===== src/hdl/sld_regs.svh =====
// Purpose: Constants for the segment display waveform driver
// Assumes: Included by bare name
// Notes:   Offsets are display memory byte offsets
`ifndef SLD_REGS_SVH
`define SLD_REGS_SVH
`define SLD_RAM_FIRST      8'h08
`define SLD_RAM_LAST       8'h1B
`define SLD_NUM_FP         40
`define SLD_NUM_BP         4
`define SLD_DIV_BASE       32'h0000_0400
`define SLD_DUTY_RESET     2'h0
`define SLD_PRESCALE_RESET 3'h0
`define SLD_LVL_GND        2'h0
`define SLD_LVL_LOW        2'h1
`define SLD_LVL_HIGH       2'h2
`define SLD_LVL_SUPPLY     2'h3
`endif


===== src/hdl/sld_pkg.sv =====
// Purpose: Types for the segment display waveform driver
// Assumes: None
// Notes:   Duty codes match the duty select pair {hi, lo}
package sld_pkg;
  typedef enum logic [1:0] {
    SLD_DUTY_QUARTER = 2'b00,
    SLD_DUTY_FULL    = 2'b01,
    SLD_DUTY_HALF    = 2'b10,
    SLD_DUTY_THIRD   = 2'b11
  } sld_duty_e;
  typedef enum logic [1:0] {
    SLD_ST_OFF  = 2'b00,
    SLD_ST_RUN  = 2'b01,
    SLD_ST_HALT = 2'b10
  } sld_state_e;
  typedef logic [1:0] sld_level_t;
endpackage


===== src/hdl/sld_prescaler.sv =====
// Purpose: Divides source clock ticks down to the display clock tick
// Assumes: srcTick is a one-cycle enable at the source clock rate
// Notes:   Counter holds while run is low, so a halt resumes mid-period
`timescale 1ns/1ps
module sld_prescaler #(
  parameter int DIV_BASE = 1024
) (
  input  wire logic       clk_sys,
  input  wire logic       rst_b,
  input  wire logic       srcTick,
  input  wire logic       run,
  input  wire logic       clear,
  input  wire logic [2:0] divSel,
  output logic            lcdTick
);
  localparam int CNT_W = $clog2(DIV_BASE) + 8;

  initial begin
    if (DIV_BASE < 2 || (DIV_BASE & (DIV_BASE - 1)) != 0) begin
      $error("DIV_BASE must be a power of two of at least 2");
    end
  end

  logic [CNT_W-1:0] cnt_r;
  logic [CNT_W-1:0] limit;
  logic             wrap;

  assign limit = CNT_W'(DIV_BASE) << divSel;
  assign wrap  = run && srcTick && (cnt_r == limit - CNT_W'(1));
  assign lcdTick = wrap;

  always_ff @(posedge clk_sys or negedge rst_b) begin
    if (!rst_b) begin
      cnt_r <= '0;
    end else if (clear) begin
      cnt_r <= '0;
    end else if (run && srcTick) begin
      // Prescale lowered mid-count: wrap rather than run the long way round
      cnt_r <= (cnt_r >= limit - CNT_W'(1)) ? '0 : cnt_r + CNT_W'(1);
    end
  end
endmodule // sld_prescaler


===== src/hdl/sld_driver.sv =====
// Purpose: Multiplexed segment display backplane and frontplane sequencer
// Assumes: Control inputs synchronous to clk_sys; ircTick is the RC source enable
// Notes:   Pin outputs are enable plus a two-bit bias level index per pin
//
// Contract
// - Reset gives quarter duty, four backplanes, one-third bias.
// - Reset clears frontplane enables and display on; all pins undriven.
// - Display clock is source divided by 1024 shifted left by prescale.
// - A frame lasts one display clock per active backplane.
// - Segment memory holds 160 bits, one per segment.
// - Bit one drives segment on only with display on and enable set.
// - Segment memory readable any time; plain storage while display off.
// - Display on bit accesses never change segment memory.
// - Enabled frontplane waits for display on, starts at once if on.
// - Exactly five duty and bias combinations exist.
// - Backplane waveforms repeat every two frames, polarity inverted each frame, independent of segment data.
// - Frontplane waveform built from its own segment bits.
// - Duty field 01 one, 10 two, 11 three, 00 four backplanes.
// - Bias select picks half or third bias at half duty only.
// - Backplanes unused by duty stay undriven.
// - Halt in wait stops clocks and grounds enabled pins.
// - Memory and controls survive wait.
// - Stop mode stops clocks, grounds enabled pins, keeps contents.
// - Leaving stop resumes clocks if display on, pins as before.
// - Memory bytes 0x08 to 0x1B; low nibble even frontplane.
`timescale 1ns/1ps
`include "sld_regs.svh"
module sld_driver #(
  parameter int NUM_FP   = `SLD_NUM_FP,
  parameter int DIV_BASE = `SLD_DIV_BASE
) (
  input  wire logic                  clk_sys,
  input  wire logic                  rst_b,
  input  wire logic                  ircTick,
  input  wire logic                  displayOn,
  input  wire logic [NUM_FP-1:0]     frontplaneOutputEnable,
  input  wire logic [2:0]            lcdClockPrescale,
  input  wire logic                  dutySelectHi,
  input  wire logic                  dutySelectLo,
  input  wire logic                  biasSelect,
  input  wire logic                  haltInWait,
  input  wire logic                  waitMode,
  input  wire logic                  stopMode,
  input  wire logic                  ramWrEn,
  input  wire logic                  ramRdEn,
  input  wire logic [7:0]            ramAddr,
  input  wire logic [7:0]            ramWrData,
  output logic [7:0]                 ramRdData,
  output logic [3:0]                 backplaneOutputEnable,
  output logic [7:0]                 backplaneLevel,
  output logic [NUM_FP-1:0]          frontplaneDriveEnable,
  output logic [2*NUM_FP-1:0]        frontplaneLevel,
  output logic                       frameStart,
  output sld_pkg::sld_state_e        driverState
);
  import sld_pkg::*;

  localparam int NUM_BP = `SLD_NUM_BP;
  localparam int BYTES  = NUM_FP / 2;
  initial begin
    if (NUM_FP < 2 || NUM_FP > `SLD_NUM_FP || (NUM_FP % 2) != 0) begin
      $error("NUM_FP must be even and between 2 and 40");
    end
  end

  ////////////////////////////////////////////////////////////////////////////////
  // Control capture

  logic              dispOn_r;
  logic [NUM_FP-1:0] fpEn_r;
  logic [2:0]        prescale_r;
  sld_duty_e         duty_r;
  logic              biasSel_r;
  logic              haltWait_r;

  always_ff @(posedge clk_sys or negedge rst_b) begin
    if (!rst_b) begin
      dispOn_r   <= 1'b0;
      fpEn_r     <= '0;
      prescale_r <= `SLD_PRESCALE_RESET;
      duty_r     <= sld_duty_e'(`SLD_DUTY_RESET);
      biasSel_r  <= 1'b0;
      haltWait_r <= 1'b0;
    end else begin
      // Mirrors keep running in wait and stop; the owner holds the values
      dispOn_r   <= displayOn;
      fpEn_r     <= frontplaneOutputEnable;
      prescale_r <= lcdClockPrescale;
      duty_r     <= sld_duty_e'({dutySelectHi, dutySelectLo});
      biasSel_r  <= biasSelect;
      haltWait_r <= haltInWait;
    end
  end

  // Backplane count from duty
  logic [2:0] numBp;
  logic [1:0] lastPhase;
  logic       biasThird;

  always_comb begin
    unique case (duty_r)
      SLD_DUTY_FULL:    numBp = 3'd1;
      SLD_DUTY_HALF:    numBp = 3'd2;
      SLD_DUTY_THIRD:   numBp = 3'd3;
      SLD_DUTY_QUARTER: numBp = 3'd4;
    endcase
  end
  assign lastPhase = 2'(numBp - 3'd1);
  // Full duty behaves the same under either bias; half duty alone chooses
  assign biasThird = (duty_r == SLD_DUTY_THIRD) || (duty_r == SLD_DUTY_QUARTER) ||
                     ((duty_r == SLD_DUTY_HALF) && biasSel_r);

  ////////////////////////////////////////////////////////////////////////////////
  // Run state

  sld_state_e state_r;
  sld_state_e state_nxt;
  logic       halted;
  assign halted = stopMode || (waitMode && haltWait_r);
  always_comb begin
    unique case (state_r)
      SLD_ST_OFF, SLD_ST_RUN, SLD_ST_HALT: begin
        if (!dispOn_r) begin
          state_nxt = SLD_ST_OFF;
        end else if (halted) begin
          state_nxt = SLD_ST_HALT;
        end else begin
          state_nxt = SLD_ST_RUN;
        end
      end
      default: state_nxt = SLD_ST_OFF;
    endcase
  end

  always_ff @(posedge clk_sys or negedge rst_b) begin
    if (!rst_b) begin
      state_r <= SLD_ST_OFF;
    end else begin
      state_r <= state_nxt;
    end
  end
  assign driverState = state_r;

  ////////////////////////////////////////////////////////////////////////////////
  // Display clock and phase sequencing

  logic       lcdTick;
  logic [1:0] phase_r;
  logic       polarity_r;
  logic       frameStart_r;

  sld_prescaler #(
    .DIV_BASE (DIV_BASE)
  ) u_prescaler (
    .clk_sys (clk_sys),
    .rst_b   (rst_b),
    .srcTick (ircTick),
    .run     (state_r == SLD_ST_RUN),
    .clear   (state_r == SLD_ST_OFF),
    .divSel  (prescale_r),
    .lcdTick (lcdTick)
  );

  always_ff @(posedge clk_sys or negedge rst_b) begin
    if (!rst_b) begin
      phase_r      <= 2'd0;
      polarity_r   <= 1'b0;
      frameStart_r <= 1'b0;
    end else if (state_r == SLD_ST_OFF) begin
      phase_r      <= 2'd0;
      polarity_r   <= 1'b0;
      frameStart_r <= 1'b0;
    end else begin
      frameStart_r <= 1'b0;
      if (lcdTick) begin
        if (phase_r >= lastPhase) begin
          // Polarity flips per frame so no segment sees a DC component
          phase_r      <= 2'd0;
          polarity_r   <= ~polarity_r;
          frameStart_r <= 1'b1;
        end else begin
          phase_r <= phase_r + 2'd1;
        end
      end
    end
  end
  assign frameStart = frameStart_r;

  ////////////////////////////////////////////////////////////////////////////////
  // Segment memory

  logic [7:0]          mem [0:BYTES-1];
  logic [NUM_FP*4-1:0] segBits;
  logic                addrHit;
  logic [4:0]          addrIdx;
  logic [7:0]          rdData_r;

  assign addrIdx = 5'(ramAddr - `SLD_RAM_FIRST);
  assign addrHit = (ramAddr >= `SLD_RAM_FIRST) && (ramAddr <= `SLD_RAM_LAST) &&
                   (int'(addrIdx) < BYTES);

  // No reset: contents are undefined until software fills them
  always_ff @(posedge clk_sys) begin
    if (ramWrEn && addrHit) begin
      mem[addrIdx] <= ramWrData;
    end
  end

  always_ff @(posedge clk_sys or negedge rst_b) begin
    if (!rst_b) begin
      rdData_r <= 8'h00;
    end else if (ramRdEn) begin
      rdData_r <= addrHit ? mem[addrIdx] : 8'h00;
    end
  end
  assign ramRdData = rdData_r;

  ////////////////////////////////////////////////////////////////////////////////
  // Pin drive

  logic [3:0]          bpOeNxt;
  logic [7:0]          bpLvlNxt;
  logic [NUM_FP-1:0]   fpOeNxt;
  logic [2*NUM_FP-1:0] fpLvlNxt;
  logic [3:0]          bpOe_r;
  logic [7:0]          bpLvl_r;
  logic [NUM_FP-1:0]   fpOe_r;
  logic [2*NUM_FP-1:0] fpLvl_r;
  logic                grounded;
  assign grounded = (state_r == SLD_ST_HALT);
  genvar g;
  generate
    for (g = 0; g < BYTES; g++) begin : g_seg
      assign segBits[g*8 +: 8] = mem[g];
    end
    for (g = 0; g < NUM_BP; g++) begin : g_bp
      sld_level_t raw;
      assign raw = (phase_r == 2'(g)) ? `SLD_LVL_SUPPLY : `SLD_LVL_LOW;
      assign bpOeNxt[g] = dispOn_r && (g < int'(numBp));
      assign bpLvlNxt[g*2 +: 2] = grounded ? `SLD_LVL_GND : (raw ^ {2{polarity_r}});
    end
    for (g = 0; g < NUM_FP; g++) begin : g_fp
      sld_level_t raw;
      logic       segOn;
      assign segOn = segBits[g*4 + int'(phase_r)];
      assign raw = segOn ? `SLD_LVL_GND :
                   (biasThird ? `SLD_LVL_HIGH : `SLD_LVL_SUPPLY);
      assign fpOeNxt[g] = dispOn_r && fpEn_r[g];
      assign fpLvlNxt[g*2 +: 2] = grounded ? `SLD_LVL_GND : (raw ^ {2{polarity_r}});
    end
  endgenerate

  always_ff @(posedge clk_sys or negedge rst_b) begin
    if (!rst_b) begin
      bpOe_r  <= 4'h0;
      bpLvl_r <= 8'h00;
      fpOe_r  <= '0;
      fpLvl_r <= '0;
    end else begin
      bpOe_r  <= bpOeNxt;
      bpLvl_r <= bpLvlNxt;
      fpOe_r  <= fpOeNxt;
      fpLvl_r <= fpLvlNxt;
    end
  end
  assign backplaneOutputEnable = bpOe_r;
  assign backplaneLevel        = bpLvl_r;
  assign frontplaneDriveEnable = fpOe_r;
  assign frontplaneLevel       = fpLvl_r;
endmodule // sld_driver


===== config.mk =====
export PLATFORM = sky130hd
export DESIGN_NAME = sld_driver
export DESIGN_NICKNAME = d
export VERILOG_FILES = /design/src/hdl/sld_pkg.sv /design/src/hdl/sld_prescaler.sv /design/src/hdl/sld_driver.sv
export VERILOG_INCLUDE_DIRS = /design/src /design/src/hdl
export SDC_FILE = /design/constraint.sdc
export NUM_CORES = 1
export LEC_CHECK = 0
export ABC_AREA = 1
export BUFFER_PORTS_ARGS = -buffer_cell sky130_fd_sc_hd__buf_2
export CORE_MARGIN = 2
export CORE_UTILIZATION = 40
export DETAILED_ROUTE_END_ITERATION = 10
export GPL_ROUTABILITY_DRIVEN = 0
export PLACE_DENSITY = 0.67
export SLEW_MARGIN = 30
export SYNTH_ARGS = -nofsm -noshare
export SYNTH_HDL_FRONTEND = slang
export SYNTH_SLANG_ARGS = --single-unit

===== constraint.sdc =====
create_clock -name clk_sys -period 1.9 [get_ports clk_sys]
set_input_delay 0.38 -clock clk_sys [delete_from_list [all_inputs] [get_ports clk_sys]]
set_output_delay 0.38 -clock clk_sys [all_outputs]
set_load 0.005 [all_outputs]

## Yosys cells after proc, flatten, opt, wreduce, memory -nomap -nowiden

Memories as Yosys holds them, arrays and structs flattened.
Cells that the tools add are included.

- Bits of input ports: 71
- Memory bits (read-only): 0
- Register bits: 212
- Logic and storage cells: 454
- Output and inout bits: 143
- Memories kept: 1
- Latch bits: 0
- RAM bits: 160

Memories:

| memory | words | width | read ports | clocked after memory_dff | wr ports | RTL line | text |
|---|---|---|---|---|---|---|---|
| mem | 20 | 8 | 21 | 0 | 1 | sld_driver.sv:192 | `logic [7:0] mem [0:BYTES-1];` |

- Div/mod/pow operators: 0
- Shift operators: 1
- Equal/unequal tests: 9
- $add $sub $neg: 44
- Reductions and logical operators: 62
- Magnitude comparators: 49
- Bitwise operators: 45
- Muxes and demuxes: 227
- Multiply operators: 0

Operators with widths:

| kind | count |
|---|---|
| 1-bit binary-select mux with 8-bit select | 39 |
| 2-bit two-way mux | 94 |
| 8-bit by 9-bit less-than comparator with 1-bit output (second input constant) | 16 |
| 7-bit by 2-bit adder with 8-bit output (first input constant) | 16 |
| 1-bit two-way mux | 88 |
| 2-bit XOR | 44 |
| 8-bit by 2-bit adder with 9-bit output (first input constant) | 8 |
| 7-bit by 9-bit less-than comparator with 1-bit output (second input constant) | 8 |
| 9-bit less-than comparator (second input constant) | 8 |
| 6-bit by 2-bit adder with 7-bit output (first input constant) | 8 |
| 18-bit two-way mux | 3 |
| 1-bit logical AND | 51 |
| 6-bit by 9-bit less-than comparator with 1-bit output (second input constant) | 4 |
| 5-bit by 2-bit adder with 6-bit output (first input constant) | 4 |
| 18-bit by 1-bit adder with 18-bit output (second input constant) | 1 |
| 18-bit equality test | 1 |
| 18-bit >= comparator | 1 |
| 5-bit by 9-bit less-than comparator with 1-bit output (second input constant) | 2 |
| 11-bit by 3-bit left shift with 18-bit output (first input constant) | 1 |
| 18-bit by 1-bit subtractor with 18-bit output (second input constant) | 1 |
| 3-bit case mux with 4 select lines | 1 |
| 4-bit by 2-bit adder with 5-bit output (first input constant) | 2 |
| 2-bit equality test (second input constant) | 5 |
| 2-bit by 9-bit less-than comparator with 1-bit output (second input constant) | 1 |
| other kinds (20) | 30 |

## Depth between registers and ports, before layout

Gate-level depths: netlist of run 1.

- Depth after elaboration: 7
- Depth in mapped cells: 14
- Mapped depth without buffers: 12

## By module

From an unflattened synthesis of run 1, not the netlist that was laid out.

- Cells, all modules: 2,152
- Area, all modules: 20,180.6 sq um

By module, submodules not included:

| module | area each (sq um) | times used | cells each |
|---|---|---|---|
| sld_driver | 18,841.8 | 1 | 1,962 |
| sld_prescaler | 1,338.8 | 1 | 190 |

## Least setup slack after synthesis of run 1

OpenSTA, ideal clock, no wires.

- Path type: in2reg
- From: input ramAddr[3]
- To: memory mem[10][0], enable pin
- Setup slack: -0.322 ns
- Setup time: 0.370 ns
- Data arrival time: 1.852 ns
- Cell stages on the path: 8
- Cells stage by stage: inv_2 -> buf_2 -> ha_1 -> nor4_1 -> o211ai_1 -> nor2_1 -> nand3_1 -> nor2_1

- Cells in the longest elaborated chain, start to end: 6
- Elaborated cells between the ends (all ways): 9
- Those cells by class: add/sub (1); order compare (3); mux (2); reduce/logical (3)

RTL lines:

| what | RTL line | text |
|---|---|---|
| start: declaration | sld_driver.sv:46 | `input wire logic [7:0] ramAddr,` |
| 5-bit by 4-bit subtractor with 5-bit output (no source line), or another cell as far along | n/a |  |
| 5-bit less-than comparator / 1-bit logical AND (equally long branches) | sld_driver.sv:200, sld_driver.sv:199 |  |
| 1-bit logical AND | sld_driver.sv:199 | `` assign addrHit = (ramAddr >= `SLD_RAM_FIRST) && (ramAddr <= `SLD_RAM_LAST) && `` |
| 1-bit logical AND | sld_driver.sv:204 | `if (ramWrEn && addrHit) begin` |
| 1-bit two-way mux | sld_driver.sv:204 |  |
| 1-bit two-way mux (implied by the code) | sld_driver.sv:205 | `mem[addrIdx] <= ramWrData;` |
| end: declaration | sld_driver.sv:192 |  |

Several ways; a longest one is shown, not always the timed one.

## Worst setup path in the final report of run 1

- From: register prescale_r[1]
- To: register u_prescaler.cnt_r[10]

- Cells in the longest elaborated chain, start to end: 6

RTL lines:

| what | RTL line | text |
|---|---|---|
| start: declaration | sld_driver.sv:71 | `logic [2:0] prescale_r;` |
| start signal: assignment | sld_driver.sv:80 | `` prescale_r <= `SLD_PRESCALE_RESET; `` |
| start signal: assignment | sld_driver.sv:88 | `prescale_r <= lcdClockPrescale;` |
| 11-bit by 3-bit left shift with 18-bit output | sld_prescaler.sv:28 | `assign limit = CNT_W'(DIV_BASE) << divSel;` |
| 18-bit by 1-bit subtractor with 18-bit output | sld_prescaler.sv:39 | `cnt_r <= (cnt_r >= limit - CNT_W'(1)) ? '0 : cnt_r + CNT_W'(1);` |
| 18-bit >= comparator | sld_prescaler.sv:39 |  |
| 18-bit two-way mux | sld_prescaler.sv:39 |  |
| 18-bit two-way mux | sld_prescaler.sv:37 | `end else if (run && srcTick) begin` |
| 18-bit two-way mux | sld_prescaler.sv:35 | `end else if (clear) begin` |
| end signal: assignment | sld_prescaler.sv:39 |  |
| end: declaration | sld_prescaler.sv:24 | `logic [CNT_W-1:0] cnt_r;` |

No other way between the ends. The select of a mux whose other input is x is not followed.
A chain may end at the register's enable or synchronous reset.

==> results of run 1 <==
-- layer usage --
layer	up-vias	track usage, %
met3	98	4.978
met2	697	34.46
met4	2	6.189
met5	-	0
li1	7463	-
met1	7408	27.49
-- final timing paths --
| check | cells past startpoint | to |
|---|---|---|
| max | 9 | u_prescaler.cnt_r[10] |
| min | 3 | driverState[1] |
| max reg2reg | 9 | u_prescaler.cnt_r[10] |
| min reg2reg | 2 | frontplaneDriveEnable[8] |
| max in group asynchronous | 3 | frontplaneDriveEnable[28] |
| min in group asynchronous | 2 | fpEn_r[1] |
-- critical path: stages (launching register included) --
cell,delay [ns]
dfrtp_2,0.45
buf_4,0.15
nor2_2,0.12
ha_1,0.25
nand3_1,0.09
nand3_1,0.10
nand2_2,0.09
nand4_2,0.13
buf_4,0.20
o22ai_1,0.13
-- cells by family (layout without fill, tap and decap cells) --
kind of cell / after synthesis / after routing / synth area share [%]
adders and majority gates: 22 / 22 / 1.365
buffers and inverters: 366 / 713 / 7.682
AOI/OAI and AO/OA: 220 / 220 / 5.641
xor gates and xnor gates: 13 / 13 / 0.5647
and+or+nand+nor: 1036 / 1036 / 20.65
DFF: 465 / 465 / 64.06
other: 2 / 97 / 0.03725
-- Yosys cell counts, drive strengths merged --
| library cell | instances |
|---|---|
| nand2 | 626 |
| inv | 260 |
| edfxtp | 256 |
| nor2 | 256 |
| dfrtp | 209 |
| o21ai | 112 |
| a21oi | 91 |
| nand3 | 80 |
| buf | 75 |
| nor3 | 43 |
| clkbuf | 29 |
| ha | 22 |
| nor3b | 17 |
| o22ai | 8 |
| nand4 | 7 |
| xnor2 | 7 |
| or2 | 6 |
| xor2 | 6 |
| a22o | 2 |
| a22oi | 2 |
| clkinv | 2 |
| conb | 2 |
| o211ai | 2 |
| nor4 | 1 |
| o21a | 1 |
| o21bai | 1 |
| o22a | 1 |
-- area by class of cell --
type / count / area (um^2)
clock buffers: 65 / 1400
clock inverters: 26 / 299.0
fillers: 4416 / 24550
inverters: 262 / 996.0
multi-input cells: 1388 / 6331
flip-flops and latches: 465 / 12920
well taps: 672 / 840.8
repair buffers: 360 / 2620
-- power by group through the flow --
| stage | clock (W) | combinational [W] | sequential, W |
|---|---|---|---|
| 2_1_floorplan | 0 | 0.00125 | 0.0116 |
| 3_3_place_gp | 0 | 0.00246 | 0.0115 |
| 3_5_place_dp | 0 | 0.00250 | 0.0116 |
| 4_1_cts | 0.0101 | 0.00259 | 0.0114 |
| 5_1_grt | 0.0105 | 0.00289 | 0.0114 |
| 6_report | 0.00994 | 0.00262 | 0.0114 |
-- through the flow --
stage | cells | setup WS, ns | util, % | setup TNS (ns) | power [W]
finish | 3238 | 0.1027 | 50.86 | 0 | 0.02392
global route | 3238 | -0.03497 | 50.86 | -0.1316 | 0.02483
CTS | 3235 | 0.02065 | 50.72 | 0 | 0.02403
detailed placement | 3095 | -0.4291 | 46.33 | -63.40 | 0.01405
global placement | 3095 | -0.4509 | 46.33 | -69.19 | 0.01400
floorplan | 2219 | -0.2209 | - | -32.68 | 0.01280
-- timing repair --
item / CTS / global route
setup endpoints to repair: 0 / 22
hold buffers: 49 / 0
buffers inserted: 0 / 3
endpoints found under the hold margin: 104 / 0
resized for setup: 0 / 14
-- sequential cells by signal, indices dropped and copies added, names as in the netlist --
signal	flops
backplaneLevel	5
backplaneOutputEnable	4
biasSel_r	1
dispOn_r	1
driverState	2
duty_r	2
fpEn_r	40
frameStart	1
frontplaneDriveEnable	40
frontplaneLevel	80
haltWait_r	1
mem	256
phase_r	2
polarity_r	1
prescale_r	3
ramRdData	8
u_prescaler.cnt_r	18
-- cell usage in the layout, fill, tap and decap left out, drive strengths merged --
| master | instances |
|---|---|
| nor3b | 17 |
| o22a | 1 |
| xnor2 | 7 |
| nor4 | 1 |
| edfxtp | 256 |
| conb | 97 |
| nand2 | 626 |
| xor2 | 6 |
| inv | 264 |
| nor2 | 256 |
| o211ai | 2 |
| dlygate4sd3 | 49 |
| a21oi | 91 |
| bufinv | 5 |
| a22o | 2 |
| nor3 | 43 |
| o22ai | 8 |
| ha | 22 |
| clkinv | 15 |
| nand4 | 7 |
| dfrtp | 209 |
| or2 | 6 |
| o21bai | 1 |
| o21ai | 112 |
| o21a | 1 |
| clkbuf | 66 |
| clkinvlp | 4 |
| a22oi | 2 |
| buf | 310 |
| nand3 | 80 |
==> run metrics, run 1 <==
status=finished, final reports clean; clock sinks=465; Peak VDD IR=roughly 700 uV; Synth area leaders=edfxtp_1 38%, dfrtp_1 26%, nand2_1 12%; Total Routed Length=55.22 mm; Psw=slightly below 0.006 W; via count=around 16,000; worst reg2reg setup slack=roughly 0.10 ns; P&R area growth vs syn=26.03%; Placed Instance Area=approximately 0.023 mm^2; Flop pwr share=approximately 48%; IO buf count=around 210; Longest Clk Path Bufs=3; Reg clk slew, reported paths=~0.060 ns; period utilization=between 90% and 100%; post-synth cell types=36; Final Max Slew Viols=0; critical path required time=2.40 ns; PwrDens=between 900 and 1000 mW/mm^2; GRT Total Usage=between 20% and 30%; post-route design area=roughly 0.025 mm^2; Fin. Hold Viols=0; vias per cell=around 4.8; Clock power frac=around two fifths; Min Hold Slack=0.05741 ns; die width=between 200 and 250 um; Synth Instances=~2,100; syn avg cell area=between 9 and 10 um^2; area leader, netlist=edfxtp_1; Overflow after GRT=0; P_int=0.01803 W; Row Count=a little over 80; sequential area share after synthesis=64.06%; skew final=roughly 0.025 ns; number of global-route vias before repair=15,310; clk root buf=clkbuf_16; Remaining DRCs=0; # setup viols final=0; DPL Wire Length=~37 mm; RSZ-0062 raised after global routing=yes; Ys Warns=0; worst hold path type=in2reg; CP Max Fanout=9; Ports=about 210; wire per inst=around 17 um; Diodes inserted=0; DR iter-0 viols=1,568; maximum achievable frequency=between 500 and 600 MHz; Initial Util=roughly two fifths; CTS tree=done; Synth top area share=a little under two fifths; CP startpoint=prescale_r[1]; Gate power share=between 10 and 15%; initial antenna violation count=2; Setup CP Type=reg2reg; H-tree levels=2; crit end category=flip-flop; CTS buffer count=between 40 and 50; Cell Area, Synth=0.02016 mm^2; Leakage=about 12 nW; Detailed Routing Iterations Pass 1=5; sw frac=about a quarter; reg-to-reg startpoint=prescale_r[1]; post-layout minimum cycle time=~1.8 ns; post-synthesis register bit count=roughly 470; antenna-violating nets left=0; Skew-Pair Late Insertion Delay=0.59 ns; largest net degree at the start of global routing=~100; DR WL met3=slightly above 5 mm; Worst Path Arrival=between 2 and 2.5 ns; Worst setup SP type=flip-flop; first-pass GRT wire length=between 80 and 90 mm; full die area=between 0.05 and 0.06 mm^2; Nets=2,619; fraction of layout cells with a size suffix above 1=approximately 18%; die extent in y=228.5 um; Top Metal Used=met5; max-cap viol count=0; WL met2=~26 mm; met1 WL=roughly 23 mm; Core ar.=roughly 0.05 mm^2; worst hold start=stopMode
Note: power is estimated with default switching activity, not from simulation.
==> run 2: changes to the inputs <==
--- a/config.mk
+++ b/config.mk
@@ -12,7 +12,7 @@
 export CORE_UTILIZATION = 40
 export DETAILED_ROUTE_END_ITERATION = 10
 export GPL_ROUTABILITY_DRIVEN = 0
-export PLACE_DENSITY = 0.67
+export PLACE_DENSITY = 0.56
 export SLEW_MARGIN = 30
 export SYNTH_ARGS = -nofsm -noshare
 export SYNTH_HDL_FRONTEND = slang
==> run metrics, run 2 (synthesis results as in run 1) <==
status=finished, final reports clean; maximum achievable frequency=554.7 MHz (-0.31%); Gate power share=11.2% (+0.3 points); worst hold path type=in2reg; skew final=0.05036 ns (+0.02524 ns); commonest non-fill, non-tap cell in the layout=nand2_1; full die area=0.05222 mm^2 (unchanged); sw frac=25.18% (+0.54 points); Longest Clk Path Bufs=3 (unchanged); Clock power frac=40.1% (-1.5 points); worst hold start=waitMode; Critical R2R Capture=u_prescaler.cnt_r[1]; die extent in y=228.5 um (unchanged); TNS Setup=0 ns (unchanged); clk root buf=clkbuf_16; Total Routed Length=54.65 mm (-1.0%); Reg clk slew, reported paths=0.06 ns (about the same); Worst setup SP type=flip-flop; max-cap viol count=0 (unchanged); wire per inst=16.88 um (-1.0%); DPL Wire Length=37.50 mm (+0.38%); Top reg by flops=mem; max reg flops=256 (unchanged); R2R cell count=11 (+2); Setup CP Type=reg2reg; Worst Path Arrival=2.29 ns (about the same); period utilization=94.89% (+0.30 points); GRT Total Usage=21.00% (+0.091 points); number of global-route vias before repair=14,990 (-2.1%); Worst path max stage delay=0.46 ns (about the same); Leakage=12.20 nW (-0.25%); Diodes inserted=0 (unchanged); Remaining DRCs=0 (unchanged); Flop pwr share=48.6% (+1.1 points); fraction of layout cells with a size suffix above 1=17.81% (+0.19 points); # setup viols final=0 (unchanged); post-layout minimum cycle time=1.803 ns (+0.005643 ns); largest net degree at the start of global routing=95 (-6.9%); clock sinks=465 (unchanged); critical path required time=2.38 ns (-0.02 ns); first-pass GRT wire length=85.01 mm (-0.21%); Detailed Routing Iterations Pass 1=5 (unchanged); CTS buffer count=51 (+4.1%); Initial Util=40.35% (unchanged); IO buf count=213 (unchanged); Ports=214 (unchanged); crit end category=flip-flop; DR iter-0 viols=1,205 (-23%); Row Count=82 (unchanged); most frequent cells in the layout=622 x nand2_1, 256 x edfxtp_1, 252 x inv_1; antenna-violating nets left=0 (unchanged); Final Max Slew Viols=0 (unchanged); Core ar.=0.04997 mm^2 (unchanged); CTS tree=done; RSZ-0062 raised after global routing=yes; via count=15,360 (-1.9%); worst-path cell chain=buf_6 -> nor2_2 -> ha_1 -> nand3_1 -> nor2_2 -> nand3_2 -> nand4_4 -> buf_6 -> inv_2 -> nand2_1 -> o21ai_1; fin worst setup slack=0.09707 ns (-0.005643 ns); hold path cells=3 (unchanged); Nets=2,620 (+0.038%); post-route design area=0.02542 mm^2 (about the same); H-tree levels=2 (unchanged); Hold EP=driverState[1]; Psw=0.005877 W (-0.27%); initial antenna violation count=1 (-1); vias per cell=4.745 (-1.9%); dpl cells=3,093 (-0.065%); Crit-path slowest cell=dfrtp_2; Fin. Hold Viols=0 (unchanged); die width=228.5 um (unchanged); worst reg2reg setup slack=0.1 ns (about the same); Peak VDD IR=698.4 uV (+1.4%); CP Max Fanout=6 (-3); Placed Instance Area=0.02316 mm^2 (about the same); Worst Setup Slack post-DPL=-0.4497 ns (-0.02060 ns); P_int=0.01746 W (-3.1%); Skew-Pair Late Insertion Delay=0.62 ns (+0.03 ns); P&R area growth vs syn=26.09% (about the same); post-route insts no fill=3,238 (unchanged); PwrDens=918.0 mW/mm^2 (-2.5%); reg-to-reg startpoint=prescale_r[2]; Overflow after GRT=0 (unchanged)
## run 2: repair_timing
action,CTS,global route
setup buffers,0,2
pin swaps,0,12
cloned,0,1
gates resized for setup,2,31
endpoints found under the hold margin,90,0
endpoints found under the setup margin,6,23
hold buffers,50,0
## run 2: cell type report
type	count	area (um^2)
tap	672	840.8
clock inverter	22	178.9
clock buffer	70	1439
fill	4586	24540
timing repair buffer	359	2645
multi-input combinational	1388	6397
inverter	262	996.0
sequential	465	12930
## run 2: per-layer routing
| layer | GRT usage (%) | vias up | wire [um] |
|---|---|---|---|
| met3 | 3.580 | 85 | 3329 |
| met5 | 0 | - | 13 |
| met1 | 29.56 | 7318 | 25040 |
| met4 | 5.739 | 2 | 1143 |
| met2 | 33.67 | 484 | 25120 |
| li1 | - | 7474 | - |
## run 2: power by group through the flow
stage          sequential [W]  clock (W)  combinational (W)
2_1_floorplan          0.0116          0            0.00125
3_3_place_gp           0.0115          0            0.00250
3_5_place_dp           0.0115          0            0.00253
4_1_cts                0.0114    0.00960            0.00262
5_1_grt                0.0114     0.0100            0.00292
6_report               0.0114    0.00936            0.00262
## run 2: through the flow
stage | util (%) | total power [W] | hold slack [ns]
3_3_place_gp | 46.35 | 0.01404 | 0.3371
2_1_floorplan | - | 0.01280 | 0.08441
3_5_place_dp | 46.35 | 0.01408 | 0.3376
4_1_cts | 50.60 | 0.02357 | 0.02847
6_report | 50.88 | 0.02334 | 0.06353
5_1_grt | 50.88 | 0.02436 | 0.05271
## run 2: worst max path at each step
stage / from / to / slack (ns) / cells after the start
after global placement: ramAddr[3] / mem[16][5] / -0.44 / 9
after global routing: prescale_r[2] / polarity_r / -0.003 / 7
after CTS: prescale_r[2] / u_prescaler.cnt_r[1] / 0.008 / 10
final: prescale_r[2] / u_prescaler.cnt_r[1] / 0.1 / 11
after floorplan: ramAddr[3] / mem[16][0] / -0.22 / 8
after detailed placement: ramAddr[3] / mem[16][5] / -0.45 / 9
## run 2: critical path: cells and delay by family (launching register included)
| kind | cells | cell delay (ns) |
|---|---|---|
| and+or+nand+nor | 6 | 0.58 |
| DFF | 1 | 0.46 |
| buffers and inverters | 3 | 0.31 |
| adders and majority gates | 1 | 0.29 |
| AOI/OAI and AO/OA | 1 | 0.05 |
